$ cat src/rx_order_pkg.sv
// Purpose: shared constants for the receive byte deserializer and orderer
// Assumes: one clock domain, byte stream from the receive PCS
// Notes:   byte width 10 covers both 8-bit raw and 9-bit decoded bytes
package rx_order_pkg;
   localparam int BYTE_W      = 10;
   localparam int WORD_W      = 2 * BYTE_W;
   localparam int PAT_W       = 9;
   localparam int FIFO_DEPTH  = 16;
   localparam int CTRL_BIT    = 8;
   localparam logic [PAT_W-1:0] PAT_RESET = 9'h0_00;
   localparam logic [PAT_W-1:0] PAD_RESET = 9'h0_00;
endpackage

$ cat src/rx_order_fifo.sv
// Purpose: synchronous FIFO with valid/ready on both sides
// Assumes: single clock, synchronous active-low reset
// Notes:   depth must be a power of two
`timescale 1ns/1ps
module rx_order_fifo #(
   parameter int WIDTH = 20,
   parameter int DEPTH = 16
) (
   input  wire logic             clk_in,
   input  wire logic             rst_n_in,
   input  wire logic             wr_valid_in,
   output logic                  wr_ready_out,
   input  wire logic [WIDTH-1:0] wr_data_in,
   output logic                  rd_valid_out,
   input  wire logic             rd_ready_in,
   output logic      [WIDTH-1:0] rd_data_out
);
   localparam int AW = $clog2(DEPTH);
   logic [WIDTH-1:0] mem [DEPTH];
   logic [AW:0]      wr_ptr;
   logic [AW:0]      rd_ptr;
   logic             push;
   logic             pop;

   assign wr_ready_out = (wr_ptr - rd_ptr) != (AW+1)'(DEPTH);
   assign rd_valid_out = wr_ptr != rd_ptr;
   assign push = wr_valid_in && wr_ready_out;
   assign pop  = rd_valid_out && rd_ready_in;
   assign rd_data_out = mem[rd_ptr[AW-1:0]];

   always_ff @(posedge clk_in) begin
      if (push) begin
         mem[wr_ptr[AW-1:0]] <= wr_data_in;
      end
   end

   always_ff @(posedge clk_in) begin
      if (!rst_n_in) begin
         wr_ptr <= '0;
         rd_ptr <= '0;
      end else begin
         if (push) begin
            wr_ptr <= wr_ptr + 1'b1;
         end
         if (pop) begin
            rd_ptr <= rd_ptr + 1'b1;
         end
      end
   end
endmodule

$ cat src/rx_byte_deserializer_ordering.sv
// Purpose: pair PCS bytes into double-width words and restore byte order
// Assumes: one byte per clock when byte_valid_in is high
// Notes:   words leave through a 16-word FIFO; stalls back-pressure bytes
`timescale 1ns/1ps
module rx_byte_deserializer_ordering
   import rx_order_pkg::*;
(
   input  wire logic                            clk_in,
   input  wire logic                            rst_n_in,
   input  wire logic                            byte_valid_in,
   output logic                                 byte_ready_out,
   input  wire logic [rx_order_pkg::BYTE_W-1:0] byte_in,
   input  wire logic                            ctrl_flag_in,
   input  wire logic                            wide_byte_in,
   input  wire logic                            dec_enable_in,
   input  wire logic                            align_auto_in,
   input  wire logic                            order_enable_in,
   input  wire logic [rx_order_pkg::PAT_W-1:0]  order_pattern_in,
   input  wire logic [rx_order_pkg::PAT_W-1:0]  pad_byte_in,
   output logic                                 word_valid_out,
   input  wire logic                            word_ready_in,
   output logic [rx_order_pkg::WORD_W-1:0]      word_out,
   output logic [1:0]                           word_ctrl_out,
   output logic                                 order_active_out,
   output logic                                 order_done_out,
   output logic                                 phase_out
);
   import rx_order_pkg::*;

   localparam int FW     = WORD_W + 2;
   localparam int FILL_W = $clog2(FIFO_DEPTH) + 1;
   localparam logic [FILL_W-1:0] FULL = FILL_W'(FIFO_DEPTH);

   logic              phase;
   logic [BYTE_W-1:0] low_byte;
   logic              low_ctrl;
   logic              pair_valid;
   logic [BYTE_W-1:0] pair_hi;
   logic [BYTE_W-1:0] pair_lo;
   logic              pair_hi_c;
   logic              pair_lo_c;
   logic              done;
   logic              order_ok;
   logic              hit;
   logic              fifo_ready;
   logic              fifo_valid;
   logic [FW-1:0]     fifo_in;
   logic [FW-1:0]     fifo_q;
   logic              take;
   logic [BYTE_W-1:0] pad_val;
   logic              pad_c;
   logic              pad_go;
   logic              push_w;
   logic              pop_w;
   logic [FILL_W-1:0] fill;
   logic [1:0]        pads;

   // compare one byte against the pattern, masking to the active width
   function automatic logic byte_match(input logic [BYTE_W-1:0] b,
                                       input logic              c,
                                       input logic              dec,
                                       input logic [PAT_W-1:0]  pat);
      if (dec) begin
         return {c, b[7:0]} == pat;
      end
      return b[7:0] == pat[7:0];
   endfunction

   assign order_ok = order_enable_in && !wide_byte_in &&
                     (dec_enable_in == align_auto_in);

   assign take = byte_valid_in && byte_ready_out;
   // stall on pad, so no byte is lost in the slip
   assign byte_ready_out = (!pair_valid || fifo_ready) && !hit;

   assign hit = order_ok && !done && pair_valid &&
                byte_match(pair_hi, pair_hi_c, dec_enable_in,
                           order_pattern_in);

   assign pad_val = {2'b00, pad_byte_in[7:0]};
   assign pad_c   = dec_enable_in ? pad_byte_in[CTRL_BIT] : 1'b0;

   // pad insert
   // hit and take never meet, as the byte is stalled while the pad leaves
   assign pad_go = hit && fifo_ready;

   always_ff @(posedge clk_in) begin
      if (!rst_n_in) begin
         phase <= 1'b0;
      end else if (pad_go) begin
         phase <= 1'b1;
      end else if (take) begin
         phase <= !phase;
      end
   end

   always_ff @(posedge clk_in) begin
      if (!rst_n_in) begin
         low_byte <= '0;
         low_ctrl <= 1'b0;
      end else if (pad_go) begin
         // pattern byte moves to low half of the next word
         low_byte <= pair_hi;
         low_ctrl <= pair_hi_c;
      end else if (take && !phase) begin
         low_byte <= byte_in;
         low_ctrl <= ctrl_flag_in;
      end
   end

   always_ff @(posedge clk_in) begin
      if (!rst_n_in) begin
         pair_lo   <= '0;
         pair_lo_c <= 1'b0;
         pair_hi   <= '0;
         pair_hi_c <= 1'b0;
      end else if (take && phase) begin
         pair_lo   <= low_byte;
         pair_lo_c <= low_ctrl;
         pair_hi   <= byte_in;
         pair_hi_c <= ctrl_flag_in;
      end
   end

   always_ff @(posedge clk_in) begin
      if (!rst_n_in) begin
         pair_valid <= 1'b0;
      end else if (take && phase) begin
         pair_valid <= 1'b1;
      end else if (fifo_ready) begin
         pair_valid <= 1'b0;
      end
   end

   always_ff @(posedge clk_in) begin
      if (!rst_n_in) begin
         done <= 1'b0;
      end else if (!order_ok) begin
         done <= 1'b0;
      end else if (pad_go) begin
         done <= 1'b1;
      end
   end

   // assertion helpers: FIFO occupancy and pads since enable
   assign push_w = pair_valid && fifo_ready;
   assign pop_w  = fifo_valid && word_ready_in;

   always_ff @(posedge clk_in) begin
      if (!rst_n_in) begin
         fill <= '0;
      end else if (push_w && !pop_w) begin
         fill <= fill + 1'b1;
      end else if (!push_w && pop_w) begin
         fill <= fill - 1'b1;
      end
   end

   always_ff @(posedge clk_in) begin
      if (!rst_n_in || !order_ok) begin
         pads <= '0;
      end else if (pad_go && pads != 2'h3) begin
         pads <= pads + 1'b1;
      end
   end

   assign fifo_in = hit ? {pad_c, pair_lo_c, pad_val, pair_lo}
                        : {pair_hi_c, pair_lo_c, pair_hi, pair_lo};

   rx_order_fifo #(
      .WIDTH (FW),
      .DEPTH (FIFO_DEPTH)
   ) u_fifo (
      .clk_in       (clk_in),
      .rst_n_in     (rst_n_in),
      .wr_valid_in  (pair_valid),
      .wr_ready_out (fifo_ready),
      .wr_data_in   (fifo_in),
      .rd_valid_out (fifo_valid),
      .rd_ready_in  (word_ready_in),
      .rd_data_out  (fifo_q)
   );

   assign word_valid_out   = fifo_valid;
   assign word_out         = fifo_q[WORD_W-1:0];
   assign word_ctrl_out    = fifo_q[FW-1:WORD_W];
   assign order_active_out = order_ok;
   assign order_done_out   = done;
   assign phase_out        = phase;

   pad_once_a: assert property (
      @(posedge clk_in) disable iff (!rst_n_in)
      pad_go |=> done && !hit)
      else $error("pad inserted more than once");
   pad_value_a: assert property (
      @(posedge clk_in) disable iff (!rst_n_in)
      hit |-> fifo_in[2*BYTE_W-1:BYTE_W] == {2'h0, pad_byte_in[7:0]})
      else $error("pad byte not in upper half");
   low_keep_a: assert property (
      @(posedge clk_in) disable iff (!rst_n_in)
      hit |-> fifo_in[BYTE_W-1:0] == pair_lo && fifo_in[FW-2] == pair_lo_c)
      else $error("low byte lost at pad");
   pad_count_a: assert property (
      @(posedge clk_in) disable iff (!rst_n_in)
      pads < 2'h2)
      else $error("more than one pad since enable");

   shift_a: assert property (
      @(posedge clk_in) disable iff (!rst_n_in)
      pad_go |=> low_byte == $past(pair_hi) && phase)
      else $error("pattern not moved to low position");
   pad_stall_a: assert property (
      @(posedge clk_in) disable iff (!rst_n_in)
      hit |-> !byte_ready_out)
      else $error("byte accepted while pad goes out");

   pair_a: assert property (
      @(posedge clk_in) disable iff (!rst_n_in)
      (take && phase) |=> pair_valid && pair_hi == $past(byte_in) &&
                          pair_lo == $past(low_byte))
      else $error("bytes not paired");
   toggle_a: assert property (
      @(posedge clk_in) disable iff (!rst_n_in)
      take |=> phase != $past(phase))
      else $error("pairing phase did not advance");
   full_ready_a: assert property (
      @(posedge clk_in) disable iff (!rst_n_in)
      fifo_ready == (fill != FULL))
      else $error("fifo ready disagrees with fill");
   half_rate_a: assert property (
      @(posedge clk_in) disable iff (!rst_n_in)
      (take && !phase) |=> !pair_valid)
      else $error("word produced on first byte");
   fill_bound_a: assert property (
      @(posedge clk_in) disable iff (!rst_n_in)
      fill <= FULL)
      else $error("fifo fill beyond depth");
   empty_valid_a: assert property (
      @(posedge clk_in) disable iff (!rst_n_in)
      word_valid_out == (fill != '0))
      else $error("word valid disagrees with fill");
   word_hold_a: assert property (
      @(posedge clk_in) disable iff (!rst_n_in)
      (word_valid_out && !word_ready_in) |=>
         word_valid_out && $stable(word_out) && $stable(word_ctrl_out))
      else $error("stalled word changed");

   raw_search_a: assert property (
      @(posedge clk_in) disable iff (!rst_n_in)
      (order_ok && !done && pair_valid && !dec_enable_in &&
       pair_hi[7:0] == order_pattern_in[7:0]) |-> hit)
      else $error("raw pattern in upper byte missed");
   dec_search_a: assert property (
      @(posedge clk_in) disable iff (!rst_n_in)
      (order_ok && !done && pair_valid && dec_enable_in &&
       {pair_hi_c, pair_hi[7:0]} == order_pattern_in) |-> hit)
      else $error("decoded pattern in upper byte missed");
   dec_flag_a: assert property (
      @(posedge clk_in) disable iff (!rst_n_in)
      (dec_enable_in && pair_hi_c != order_pattern_in[CTRL_BIT]) |-> !hit)
      else $error("match ignored control flag");
   flag_a: assert property (
      @(posedge clk_in) disable iff (!rst_n_in)
      (hit && dec_enable_in) |-> fifo_in[FW-1] == pad_byte_in[CTRL_BIT])
      else $error("control flag of pad wrong");
   ctrl_pad_a: assert property (
      @(posedge clk_in) disable iff (!rst_n_in)
      (hit && !dec_enable_in) |-> !fifo_in[FW-1])
      else $error("raw pad carries control flag");

   mode_a: assert property (
      @(posedge clk_in) disable iff (!rst_n_in)
      !order_ok |-> !hit)
      else $error("ordering in unsupported mode");
   done_clear_a: assert property (
      @(posedge clk_in) disable iff (!rst_n_in)
      !order_ok |=> !done)
      else $error("done kept in unsupported mode");
   wide_off_a: assert property (
      @(posedge clk_in) disable iff (!rst_n_in)
      wide_byte_in |-> !order_active_out)
      else $error("ordering active with wide bytes");

   reset_phase_a: assert property (
      @(posedge clk_in)
      !rst_n_in |=> !phase && !pair_valid && !done)
      else $error("phase not cleared by reset");
   ready_reset_a: assert property (
      @(posedge clk_in)
      !rst_n_in |=> byte_ready_out && !word_valid_out)
      else $error("ready or valid wrong after reset");
endmodule

$ cat config.mk
export PLATFORM = sky130hd
export DESIGN_NAME = rx_byte_deserializer_ordering
export DESIGN_NICKNAME = d
export VERILOG_FILES = /design/src/rx_order_pkg.sv /design/src/rx_order_fifo.sv /design/src/rx_byte_deserializer_ordering.sv
export SDC_FILE = /design/constraint.sdc
export NUM_CORES = 1
export LEC_CHECK = 0
export ABC_AREA = 1
export ABC_CLOCK_PERIOD_IN_PS = 5490
export BUFFER_PORTS_ARGS = -buffer_cell sky130_fd_sc_hd__buf_2
export CORE_ASPECT_RATIO = 0.9
export CORE_MARGIN = 2
export CORE_UTILIZATION = 61
export CTS_BUF_LIST = sky130_fd_sc_hd__clkbuf_8
export DETAILED_ROUTE_END_ITERATION = 12
export PLACE_DENSITY = 0.79
export SYNTH_ARGS = -nofsm -noshare
export SYNTH_HDL_FRONTEND = slang
export SYNTH_SLANG_ARGS = --single-unit
$ cat constraint.sdc
create_clock -name clk_in -period 5.49 [get_ports clk_in]
set_clock_uncertainty 0.2 [all_clocks]
set_input_delay 0.549 -clock clk_in [delete_from_list [all_inputs] [get_ports clk_in]]
set_output_delay 0.549 -clock clk_in [all_outputs]
set_load 0.01 [all_outputs]
==> results_dict.tcl <==
set metrics [dict create \
    slowest_delay_ns 0.65 \
    fin_crit_ns 3.87 \
    syn-num-nets 1383 \
    arrival_ns 3.12 \
    layout_common_cells "352 x edfxtp_1, 155 x nand2_1, 149 x inv_1" \
    grt_util_met1_pct 35.9 \
    mostFrequentLayoutCell "edfxtp_1" \
    switching_share_pct 27.6 \
    root_buffer "clkbuf_8" \
    synth_top_flop_cell "edfxtp_1" \
    ctsResizeCount 0 \
    grt_max_degree 78 \
    vdd_drop_max_mv 0.235 \
    die_w_um 178 \
    wl_mm 37.3 \
    drive_gt1_share_pct 14.5 \
    globalRouteMet2Util_pct 42.9 \
    synth_top_area_share_pct 63.3 \
    synthTopCellsByArea "edfxtp_1 63%, dfxtp_1 6.0%, mux2i_1 5.3%, o211ai_1 4.0%, a21oi_1 3.9%" \
    ios 64 \
    vias 10700 \
    num_antenna_cells 0 \
    insertion_delay_ns 0.62 \
    grt_setup_unrepaired "no" \
    status "completed" \
    r2r-start "u_fifo.wr_ptr[2]" \
    hold_violations 0 \
    grt_pass1_vias 10600 \
    synth.avg_cell_area_um2 12.5 \
    finalCritPeriodShare_pct 70.5 \
    cap_violations 0 \
    dieArea_um2 28700 \
    grt.overflow.total 0 \
    htreeDepth 2 \
    dp.cells 1706 \
    synth.yosys.warnings 0 \
    first_pass_iters 5 \
    wl_per_cell_um 20.4 \
    hold_buffers 10 \
    num-fill-cells 1893 \
    drtIter0Drc 1147 \
    ant_nets 0 \
    hold_path_class "primary input to flip-flop" \
    finalNetCount 1471 \
    crit_buf_inv 3 \
    path_class "flip-flop to output port" \
    fp-row-count 57 \
    final_cell_count_no_fill 1829 \
    synth-edff-count 352 \
    cp_max_fo 52 \
    area_growth_pct 11.1 \
    grt_use_total_pct 26.5 \
    p_seq_share_pct 51.6 \
    initial_core_util_pct 62.0 \
    cts_tree "done" \
    cts_buffers 60 \
    crit_slowest_cell "buf_4" \
    grt_pass1_wl_mm 57.3 \
    min_from "ctrl_flag_in" \
    antenna_found_initial 1 \
    worst_pin_slew_ns 1.37 \
    post-route-util_pct 68.8 \
    vias_per_cell 5.84 \
    met3_usage_pct 5.37 \
    synth.largest_area_cell "edfxtp_1" \
    combPwrFrac_pct 15.2 \
    critical-path-top-delay-family "buffers and inverters" \
    max_freq_mhz 258 \
    top_usage_layer "met2" \
    p_clk_share_pct 33.1 \
    slew_viol_final 0 \
    slew_headroom_pct 8.37 \
    finalSetupViolations 0 \
    crit_chain "inv_2, buf_4, o21ai_0, o211ai_1, nand2_1, buf_2" \
    clkSinkCount 402 \
    syn_inst 1337 \
    yosysSeqAreaShare_pct 69.3 \
    powerDensity_nw_per_um2 356 \
    net-switching-power_mw 1.83 \
    post-cts-setup-buffers 0 \
    hpwlAfterDp_mm 22.4 \
    synth_seq_cells 402 \
    end_kind "output port" \
    drc 0 \
    cp-start-kind "flip-flop" \
    async_flop_share_pct 0 \
    gp_congestion 0.888 \
    syn_area_um2 16700 \
    path_clk_slew_ns 0.06 \
    die_h_um 161 \
    setup_tns_ns 0 \
    portBuffers 63 \
    intPower_mw 4.78 \
    core_um2 27000 \
    cp.required_ns 4.74 \
    ys_types 35 \
    leakage_nw 6.62 \
    cts.path.max_buffers 3 \
]
[synth_stat cells (4+ instances only)]
| master | count |
|---|---|
| inv_1 | 130 |
| ha_1 | 9 |
| inv_2 | 8 |
| buf_2 | 21 |
| buf_1 | 7 |
| buf_6 | 5 |
| o21ai_1 | 12 |
| o21ai_0 | 118 |
| dfxtp_1 | 50 |
| a21oi_2 | 10 |
| mux2i_1 | 88 |
| a21oi_1 | 131 |
| clkbuf_1 | 39 |
| edfxtp_1 | 352 |
| nand2_1 | 155 |
| nand3_1 | 45 |
| buf_4 | 4 |
| o211ai_1 | 88 |
| nor2_1 | 37 |
[state kept, by name, indices dropped and copies added, names as in the netlist, named ones only]
name and count:
pair_lo_c 1, phase_out 1, low_byte 10, pair_valid 1, low_ctrl 1, pair_hi 10, u_fifo.mem 352, u_fifo.wr_ptr 5
pair_lo 10, order_done_out 1, pair_hi_c 1, u_fifo.rd_ptr 5
[stage by stage]
step           hold slack, ns  setup WS (ns)  power (mW)  cell area, um^2
5_1_grt                0.0476           1.44        6.88            18600
2_1_floorplan           0.240           1.92        4.19            16700
3_3_place_gp            0.251           2.16        4.44            17400
4_1_cts                0.0117           1.60        6.63            18600
3_5_place_dp            0.256           2.03        4.47            17400
6_report               0.0318           1.62        6.61            18600
[path summary, 6_finish.rpt]
path / cells after the start / slack [ns] / end
worst max-delay path: 6 / 1.62 / word_ctrl_out[0]
worst max register to register: 12 / 1.98 / u_fifo.mem[4][2]
worst min register to register: 2 / 0.26 / pair_lo_c
worst min-delay path: 3 / 0.03 / pair_hi_c
[cells by family after synthesis]
kind of cell / Yosys count / synth area share (%)
XOR/XNOR: 4 / 0.210
flip-flops: 402 / 69.3
AO/OA/AOI/OAI: 361 / 12.4
buffers and inverters: 215 / 5.33
adder cells (fa/ha/maj): 9 / 0.674
multiplexers: 88 / 5.27
AND/OR/NAND/NOR: 258 / 6.87
[tightest hold or removal path, delay by kind of cell]
family	cells	cell delay [ns]
AO/OA/AOI/OAI	1	0.05
buffers and inverters	1	0.12
AND/OR/NAND/NOR	1	0.06
[layer usage]
layer,up-vias,wire [um],part of all wire (%)
li1,5007,-,-
met1,5147,15600,42
met4,2,1190,3.2
met5,-,13,0.035
met2,444,17700,48
met3,87,2840,7.6
[area by class of cell]
type | instances | area, um^2 | share of cell area (%)
timing repair buffer | 102 | 646 | 3.48
inverter | 139 | 527 | 2.84
clock inverter | 52 | 254 | 1.37
clock buffer | 60 | 826 | 4.45
sequential | 402 | 11600 | 62.4
multi-input combinational | 720 | 4290 | 23.1
tap | 354 | 443 | 2.39
[power by group through the flow]
stage / logic (mW) / clock network (mW) / registers, mW
2_1_floorplan: 0.787 / 0 / 3.41
3_3_place_gp: 0.967 / 0 / 3.47
3_5_place_dp: 0.994 / 0 / 3.48
4_1_cts: 1.01 / 2.20 / 3.41
5_1_grt: 1.12 / 2.34 / 3.42
6_report: 1.01 / 2.19 / 3.41
No activity file was read; power rests on OpenSTA's default activity.
